$ cat src/logic/hslr_pkg.sv
package hslr_pkg;

    // reset values of the registered outputs and of the synchroniser and edge detector flops
    localparam logic RST_BUS_DRV_DIS_N = 1'b1;
    localparam logic RST_IRQ_OUT       = 1'b0;
    localparam logic RST_RELAY         = 1'b0;
    localparam logic RST_KEY_BUSY_N    = 1'b1;
    localparam logic RST_TX_EN         = 1'b0;
    localparam logic RST_SLEEP         = 1'b0;
    localparam logic RST_SYNC          = 1'b1;

    // synchroniser depth for pin inputs
    localparam int   SYNC_STAGES       = 2;

    typedef struct packed {
        logic select_n;
        logic read_strobe_n;
    } hslr_host_pins_t;

    typedef struct packed {
        logic hook_relay_drive;
        logic handset_relay_drive;
        logic key_line_busy_n;
    } hslr_relay_out_t;

    typedef enum logic [0:0] {
        HSLR_AWAKE,
        HSLR_ASLEEP
    } hslr_pwr_t;

endpackage

$ cat src/logic/hslr_ctrl.sv
`timescale 1ns/1ns
`default_nettype none
module hslr_ctrl (
    input  wire logic                      core_clk,
    input  wire logic                      nrst,
    input  wire logic                      clk_en,
    input  wire hslr_pkg::hslr_host_pins_t host_pins,
    input  wire logic                      irq_pending,
    input  wire logic                      irq_output_gate_bit,
    input  wire logic                      tx_enable,
    input  wire logic                      analog_loopback,
    input  wire logic                      off_hook_req,
    input  wire logic                      line_in_use,
    input  wire logic                      sleep_req,
    input  wire logic                      ring_detect_n,
    output logic                           bus_driver_disable_n,
    output logic                           host_irq_out,
    output logic                           line_tx_pos,
    output logic                           line_tx_neg,
    output hslr_pkg::hslr_relay_out_t      relay_out,
    output logic                           asleep,
    output logic                           ring_wake
);


    // pin order in the synchroniser bank
    localparam int PIN_SEL  = 0;
    localparam int PIN_RD   = 1;
    localparam int PIN_RING = 2;
    localparam int NUM_PINS = 3;

    // synchroniser bank
    logic [NUM_PINS-1:0]              pin_raw;
    logic [hslr_pkg::SYNC_STAGES-1:0] pin_sync_q [NUM_PINS];
    logic [NUM_PINS-1:0]              pin_sync;
    logic                             ring_prev_q;
    logic                             ring_fall;

    // power state
    hslr_pkg::hslr_pwr_t              pwr_q;
    hslr_pkg::hslr_pwr_t              pwr_d;
    logic                             asleep_q;
    logic                             is_asleep;
    logic                             next_awake;
    logic                             enter_sleep;
    logic                             leave_sleep;

    // host side
    logic                             read_active;
    logic                             drv_dis_n_q;
    logic                             drv_dis_n_d;
    logic                             irq_q;
    logic                             irq_d;

    // line side
    logic                             tx_on_d;
    logic                             tx_pos_q;
    logic                             tx_neg_q;
    logic                             hook_d;
    logic                             hook_q;
    logic                             handset_q;
    logic                             busy_n_d;
    logic                             busy_n_q;

    // power state decode, shared by the relay gate and the status outputs
    function automatic logic pwr_is_asleep(input hslr_pkg::hslr_pwr_t p);
        return (p == hslr_pkg::HSLR_ASLEEP);
    endfunction

    // host strobes and ring detect all arrive from outside this clock
    assign pin_raw[PIN_SEL]  = host_pins.select_n;
    assign pin_raw[PIN_RD]   = host_pins.read_strobe_n;
    assign pin_raw[PIN_RING] = ring_detect_n;

    // every pin passes two flops and only the last one is read, so a
    // metastable first stage never reaches the decode
    for (genvar g = 0; g < NUM_PINS; g++)
    begin : g_sync
        always_ff @(posedge core_clk or negedge nrst)
        begin
            if (!nrst)
            begin
                pin_sync_q[g] <= {hslr_pkg::SYNC_STAGES{hslr_pkg::RST_SYNC}};
            end
            else if (clk_en)
            begin
                pin_sync_q[g] <= {pin_sync_q[g][hslr_pkg::SYNC_STAGES-2:0], pin_raw[g]};
            end
        end

        assign pin_sync[g] = pin_sync_q[g][hslr_pkg::SYNC_STAGES-1];
    end

    // edge detector starts at the idle high level so reset gives no false edge
    always_ff @(posedge core_clk or negedge nrst)
    begin
        if (!nrst)
        begin
            ring_prev_q <= hslr_pkg::RST_SYNC;
        end
        else if (clk_en)
        begin
            ring_prev_q <= pin_sync[PIN_RING];
        end
    end

    // a fall is a high sample followed by a low one, held until the next clk_en edge
    assign ring_fall = ring_prev_q & ~pin_sync[PIN_RING];

    // a ring edge wins over a sleep request so an incoming call is not lost
    assign enter_sleep = sleep_req & ~ring_fall;
    assign leave_sleep = ring_fall;
    assign is_asleep   = pwr_is_asleep(pwr_q);
    assign next_awake  = ~pwr_is_asleep(pwr_d);

    // sleep is left only by a ring edge
    always_comb
    begin
        pwr_d = pwr_q;
        unique case (pwr_q)
            hslr_pkg::HSLR_AWAKE:
            begin
                if (enter_sleep)
                begin
                    pwr_d = hslr_pkg::HSLR_ASLEEP;
                end
                else
                begin
                    pwr_d = hslr_pkg::HSLR_AWAKE;
                end
            end
            hslr_pkg::HSLR_ASLEEP:
            begin
                if (leave_sleep)
                begin
                    pwr_d = hslr_pkg::HSLR_AWAKE;
                end
                else
                begin
                    pwr_d = hslr_pkg::HSLR_ASLEEP;
                end
            end
        endcase
    end

    // power state starts awake
    always_ff @(posedge core_clk or negedge nrst)
    begin
        if (!nrst)
        begin
            pwr_q <= hslr_pkg::HSLR_AWAKE;
        end
        else if (clk_en)
        begin
            pwr_q <= pwr_d;
        end
    end

    // asleep has its own flop with the same next value as the state,
    // so the status output is a plain flop output
    always_ff @(posedge core_clk or negedge nrst)
    begin
        if (!nrst)
        begin
            asleep_q <= hslr_pkg::RST_SLEEP;
        end
        else if (clk_en)
        begin
            asleep_q <= ~next_awake;
        end
    end

    // host side: the strobes lag by the sync depth, so the disable follows
    // a read three cycles late; fine for a slow parallel bus
    assign read_active = ~pin_sync[PIN_SEL] & ~pin_sync[PIN_RD];
    assign drv_dis_n_d = ~read_active;
    assign irq_d       = irq_pending & irq_output_gate_bit;

    // transceivers stay enabled out of reset
    always_ff @(posedge core_clk or negedge nrst)
    begin
        if (!nrst)
        begin
            drv_dis_n_q <= hslr_pkg::RST_BUS_DRV_DIS_N;
        end
        else if (clk_en)
        begin
            drv_dis_n_q <= drv_dis_n_d;
        end
    end

    // interrupt line is registered so gate changes give no glitch
    always_ff @(posedge core_clk or negedge nrst)
    begin
        if (!nrst)
        begin
            irq_q <= hslr_pkg::RST_IRQ_OUT;
        end
        else if (clk_en)
        begin
            irq_q <= irq_d;
        end
    end

    // line side
    assign tx_on_d  = tx_enable & ~analog_loopback;
    // relays drop on the edge that enters sleep, not one cycle later
    assign hook_d   = off_hook_req & next_awake;
    assign busy_n_d = ~line_in_use;

    // each leg has its own flop but one shared next value
    always_ff @(posedge core_clk or negedge nrst)
    begin
        if (!nrst)
        begin
            tx_pos_q <= hslr_pkg::RST_TX_EN;
        end
        else if (clk_en)
        begin
            tx_pos_q <= tx_on_d;
        end
    end

    // negative leg, same enable and next value as the positive one
    always_ff @(posedge core_clk or negedge nrst)
    begin
        if (!nrst)
        begin
            tx_neg_q <= hslr_pkg::RST_TX_EN;
        end
        else if (clk_en)
        begin
            tx_neg_q <= tx_on_d;
        end
    end

    // hook and handset flops share one next value and one enable,
    // so both relays always change on the same edge
    always_ff @(posedge core_clk or negedge nrst)
    begin
        if (!nrst)
        begin
            hook_q <= hslr_pkg::RST_RELAY;
        end
        else if (clk_en)
        begin
            hook_q <= hook_d;
        end
    end

    // handset relay follows the hook relay's next value
    always_ff @(posedge core_clk or negedge nrst)
    begin
        if (!nrst)
        begin
            handset_q <= hslr_pkg::RST_RELAY;
        end
        else if (clk_en)
        begin
            handset_q <= hook_d;
        end
    end

    // key line indicator idles high
    always_ff @(posedge core_clk or negedge nrst)
    begin
        if (!nrst)
        begin
            busy_n_q <= hslr_pkg::RST_KEY_BUSY_N;
        end
        else if (clk_en)
        begin
            busy_n_q <= busy_n_d;
        end
    end

    assign bus_driver_disable_n          = drv_dis_n_q;
    assign host_irq_out                  = irq_q;
    assign line_tx_pos                   = tx_pos_q;
    assign line_tx_neg                   = tx_neg_q;
    assign relay_out.hook_relay_drive    = hook_q;
    assign relay_out.handset_relay_drive = handset_q;
    assign relay_out.key_line_busy_n     = busy_n_q;
    // status outputs
    assign asleep                        = asleep_q;
    assign ring_wake                     = ring_fall & is_asleep;

endmodule
`default_nettype wire

$ cat config.mk
export PLATFORM = sky130hd
export DESIGN_NAME = hslr_ctrl
export DESIGN_NICKNAME = d
export VERILOG_FILES = /design/src/logic/hslr_pkg.sv /design/src/logic/hslr_ctrl.sv
export SDC_FILE = /design/constraint.sdc
export NUM_CORES = 1
export LEC_CHECK = 0
export ABC_AREA = 1
export ABC_CLOCK_PERIOD_IN_PS = 1400
export BUFFER_PORTS_ARGS = -buffer_cell sky130_fd_sc_hd__buf_2
export CORE_AREA = 5 5 42 44
export DETAILED_ROUTE_END_ITERATION = 10
export DIE_AREA = 0 0 47 49
export PLACE_DENSITY = 0.79
export SLEW_MARGIN = 20
export SYNTH_ARGS = -nofsm -noshare
export SYNTH_HDL_FRONTEND = slang
export SYNTH_SLANG_ARGS = --single-unit
$ cat constraint.sdc
create_clock -name core_clk -period 1.4 [get_ports core_clk]
set_input_delay 0.07 -clock core_clk [delete_from_list [all_inputs] [get_ports core_clk]]
set_output_delay 0.07 -clock core_clk [all_outputs]
set_load 0.01 [all_outputs]
==> results.toml, run 1 <==
[floorplanning]
io_pins = 22
core_area_mm2 = 0.00140
row_count = 14
start_util_pct = 41.1
die_x_um = 47
die_area_mm2 = 0.00230
die_h_um = 49

[timing]
setup_tns_ps = 0
slew_headroom_pct = 81.2
report.final.slew_viol_count = 0
setup_violations = 0
max_freq_mhz = 833
hold_violations = 0
tightestPinTransition_ps = 282
rsz0062_at_grt = "no"
min_period_over_period_pct = 85.7
fin_crit_ps = 1200
finClkSkew_ps = 1.20

[detailed_routing]
drt-initial-drc-count = 4
drc = 0
via_per_inst = 4.54
routed_wl_mm = 1.09
dr.pass1.iters = 2
route.vias.total = 472
wl_per_cell_um = 10.4
ant_nets = 0

[clock_network]
cts_tree = "built"
clkLatencyLatePin_ps = 270
cts_buffers = 3
htreeDepth = 1
clk_pin_slew_ps = 80
cts_root_buf = "clkbuf_4"
cts.repair.resized = 0
clock-sinks = 13
clockBufferDepth = 2
cts_setup_buffers = 0

[worst_setup_path]
critPathCaptureType = "primary output"
cp_max_fo = 3
start_kind = "flop"
required_ps = 1330
path_class = "flop to primary output"
worstPathArrival_ps = 1130

[cells_and_area]
final_core_util_pct = 51.2
antennaDiodeCount = 0
synthToLayoutAreaGrowth_pct = 24.8
layout.nets = 102
drive_gt1_share_pct = 40.9

[synthesis]
synth_async_sr_flop_share_pct = 100
syn_avg_cell_area_um2 = 8.85
synth_top_family_by_area = "simple AND/OR/NAND/NOR gates"
synth_common_cells = "nand2_1, dfstp_2, buf_4, inv_1"
ys_ff_latch = 13
synth_compound_area_share_pct = 6.52
synth_most_common_cell = "nand2_1"
synth_nets = 78
synth_ff_type = "dfstp_2"
syn_area_um2 = 576
synth_edf_count = 0
synth.area.top_cells = "dfstp_2, nand2_1, dfrtp_1, buf_4, o21ai_0"
synth_mux_area_share_pct = 0
yosysWarnings = 0
ys_types = 11
synth_cells = 65
ys_seq_area_share_pct = 58.5
synth-simple-area-share_pct = 22.6
yosys.area_share.adder_pct = 0
yosysTopAreaCellShare_pct = 41.1
synth.largest_area_cell = "dfstp_2"
synthXorXnorAreaFrac_pct = 0

[status]
status = "finished clean"

[job]
maxCapViolations = 0

[pwr]
peakVddDrop_uv = 643
p_leak_nw = 0.398
power_density_mw_per_mm2 = 1150

[global_routing]
grt-ovfl-total = 0
grt_start_max_net_pins = 16
grt_first_pass_wirelength_mm = 1.93
antenna_found_initial = 0
grt_usage_pct = 11.4
grt_pass1_vias = 476

[worst_hold_path]
min_path_type = "input port to flop"

[place]
place_hpwl_um = 789
port_buffers = 21
gp_congestion = 0.676
==> per-layer routing <==
layer | share of wire [%] | GRT usage, % | vias to the layer above
met5 | 0 | 0 | -
met4 | 1.8 | 5.53 | 0
met3 | 10 | 3.32 | 3
met2 | 48 | 17.9 | 19
met1 | 40 | 13.8 | 211
li1 | - | - | 239
==> cell families after synthesis <==
kind of cell	count (synthesis)
AOI/OAI and AO/OA	6
buffers and inverters	12
DFF	13
and+or+nand+nor	34
==> final timing paths <==
path,start,to,slack [ps],cells after the start
setup / recovery,pin_sync[2],ring_wake,200,4
hold / removal,tx_enable,line_tx_neg,2,3
setup reg to reg,pin_sync[2],hook_q,460,5
hold reg to reg,pin_sync[0],pin_sync[0],460,2
max in group asynchronous,nrst,pin_sync[1],920,2
min in group asynchronous,nrst,line_tx_neg,200,2
==> per-stage QoR <==
step | hold WS, ps | setup WS, ps | cells | power [mW] | area (um2)
3_3_place_gp | -36.8 | 507 | 96 | 0.593 | 652
6_report | 1.99 | 200 | 104 | 0.829 | 718
2_1_floorplan | -226 | 524 | 65 | 0.556 | 576
4_1_cts | 1.74 | 191 | 104 | 0.842 | 718
3_5_place_dp | -31.4 | 483 | 96 | 0.601 | 652
5_1_grt | 0.386 | 155 | 104 | 0.892 | 718
==> final cells by class <==
type | instances | area (um2)
timing repair buffer | 25 | 145
fill | 140 | 683
multi-input combinational | 40 | 168
sequential | 13 | 337
tap | 16 | 20.0
clock buffer | 4 | 26.3
inverter | 6 | 22.5
==> cells in the final DEF, fill, tap and decap left out <==
cell / n
nor2_1: 2
nand3_1: 2
clkbuf_4: 3
inv_1: 5
clkbuf_1: 1
o21ai_0: 4
o21ai_2: 2
buf_2: 21
dfstp_2: 9
dfrtp_1: 4
dlygate4sd3_1: 4
inv_2: 1
nand2_1: 30
==> power breakdown <==
group          total, mW  switching (mW)  internal (mW)
Clock              0.229           0.118          0.110
Combinational      0.143          0.0812         0.0620
Sequential         0.457          0.0210          0.436
Total              0.829           0.221          0.609
==> worst max-delay path, cell delays in order (launching register included) <==
cell and delay [ps]:
dfstp_2 520, inv_1 70, nand2_1 100, nor2_1 40
buf_2 130
==> repair_timing <==
action	in CTS	in global routing
hold buffers	4	0
hold endpoints to repair	16	0
endpoints found under the setup margin	0	0
==> registers in the layout, summed over array words and instances, names as in the netlist <==
name	flops
bus_driver_disable_n	1
hook_q	1
asleep	1
pin_sync_q	3
host_irq_out	1
ring_prev_q	1
pin_sync	3
line_tx_neg	1
busy_n_q	1
Note: power is estimated with default switching activity, not from simulation.
==> run 2: changes to the inputs <==
CTS_BUF_LIST = sky130_fd_sc_hd__clkbuf_16   (was default)
HOLD_SLACK_MARGIN = 0.05   (was default)
REMOVE_ABC_BUFFERS = 1   (was default)
==> run 2 against run 1 <==
Against the previous run:
- die area unchanged
- maximum frequency down 1.9%
- sequential power barely moved
- hold slack better by 67 ps
- first-iteration DRC count increased to 3.0 times the previous value
- count of clock-buffer cells in the layout is 1 lower
- total power rose by 37%
==> results.toml, run 2 (synthesis gave the netlist of run 1 again) <==
[clock_network]
clkLatencyLatePin_ps = 240
cts_tree = "built"
clock-sinks = 13
cts_buffers = 3
cts_root_buf = "clkbuf_16"
cts_setup_buffers = 0
clockBufferDepth = 2
htreeDepth = 1
clk_pin_slew_ps = 40

[worst_setup_path]
slowest_stage = "dlygate4sd3_1"
startpoint = "irq_output_gate_bit"
critPathCaptureType = "flop"
rrSetupSlack_ps = 490
rr_startpoint = "pin_sync[2]"
cp_common_cell = "dlygate4sd3_1"
cpPeakStageDelay_ps = 540
cp_max_fo = 1
path_class = "input port to flop"
worstPathArrival_ps = 1360
start_kind = "input port"
crit_chain = "dlygate4sd3_1, buf_2, nand3_1, dlygate4sd3_1, nand2_1"
reg2regPathDepth = 5
required_ps = 1530
rr_endpoint = "hook_q"
crit_path_end = "host_irq_out"
cp_num_buf_inv = 3
cp_top_family = "buffers and inverters"
crit_cells = 5

[timing]
fin_ws_ps = 176
max_freq_mhz = 817
setup_violations = 0
min_period_over_period_pct = 87.4
slew_headroom_pct = 81.0
report.final.slew_viol_count = 0
rsz0062_at_grt = "no"
finClkSkew_ps = 0.338
setup_tns_ps = 0
tightestPinTransition_ps = 285
fin_crit_ps = 1220
hold_violations = 0

[job]
maxCapViolations = 0

[pwr]
p_leak_nw = 0.440
peakVddDrop_uv = 753
power_density_mw_per_mm2 = 1400

[detailed_routing]
dr.pass1.iters = 3
via_per_inst = 4.37
wl_per_cell_um = 10.4
routed_wl_mm = 1.12
drt-initial-drc-count = 12
ant_nets = 0
route.vias.total = 472
drc = 0

[cells_and_area]
drive_gt1_share_pct = 39.1
antennaDiodeCount = 0
final_common_cell = "nand2_1"
layout_common_cells = "nand2_1, buf_2, dfstp_2, dlygate4sd3_1, inv_1"
finalNonFillerCells = 108
layout.nets = 106
synthToLayoutAreaGrowth_pct = 40.9

[global_routing]
grt_pass1_vias = 471
grt_usage_pct = 11.2
grt_first_pass_wirelength_mm = 1.84
grt-ovfl-total = 0
antenna_found_initial = 0
grt_start_max_net_pins = 16

[floorplanning]
io_pins = 22
die_h_um = 49
start_util_pct = 41.1
core_area_mm2 = 0.00140
row_count = 14
die_area_mm2 = 0.00230
die_x_um = 47

[place]
dp_slack_ps = 496
gp_congestion = 0.664
port_buffers = 21
dpl.cell_count = 96
place_hpwl_um = 755

[worst_hold_path]
min_path_type = "input port to flop"

[status]
status = "finished clean"
run 2: changes by cell type in the layout (fill, tap and decap cells not counted), sizes merged:
cell,previous run,this run
dlygate4sd3,4,8
clkbuf,4,3
inv,6,7
run 2: layout make-up:
class	instances	area [um2]
clock buffers	3	75.1
clock inverters	1	3.75
fillers	136	591
inverters	6	22.5
multi-input cells	40	168
flip-flops and latches	13	337
well taps	16	20.0
repair buffers	29	185
run 2: worst min path at each step:
stage	start	to	slack (ps)	depth (start not counted)
after floorplan	nrst	asleep	-230	0
after global placement	nrst	host_irq_out	-40	1
after global routing	analog_loopback	line_tx_neg	110	4
after detailed placement	nrst	host_irq_out	-30	1
after CTS	analog_loopback	line_tx_neg	60	4
final	analog_loopback	line_tx_neg	70	4
run 2: repair_timing:
action | CTS | global route
resized for setup | 0 | 0
hold buffers | 8 | 0
hold endpoints to repair | 19 | 0
run 2: worst reg2reg max path: cells and delay by family, from the launching register on:
family,cells,cell delay (ps)
buffers and inverters,1,60
AND/OR/NAND/NOR,4,240
flip-flops,1,510
run 2: per-layer routing:
layer	global-route usage (%)	wire, um	up-vias
met5	0	0	-
met4	9.22	52	0
met3	3.32	100	5
met2	15.6	493	19
met1	13.4	476	204
li1	-	-	244
run 2: report_power, final:
part	switching, mW	internal (mW)	leakage [nW]
logic	0.0803	0.0688	0.252
registers	0.0215	0.438	0.145
clock network	0.149	0.376	0.0423
total	0.251	0.883	0.440
run 2: per-stage QoR:
| stage | hold slack [ps] | utilization [%] | instance area (um2) | total power [mW] |
|---|---|---|---|---|
| after floorplan | -226 | - | 527 | 0.532 |
| after global placement | -36.2 | 46.5 | 652 | 0.594 |
| after detailed placement | -34.4 | 46.5 | 652 | 0.600 |
| after CTS | 58.4 | 57.9 | 811 | 1.15 |
| after global routing | 106 | 57.9 | 811 | 1.18 |
| final | 69.2 | 57.9 | 811 | 1.13 |
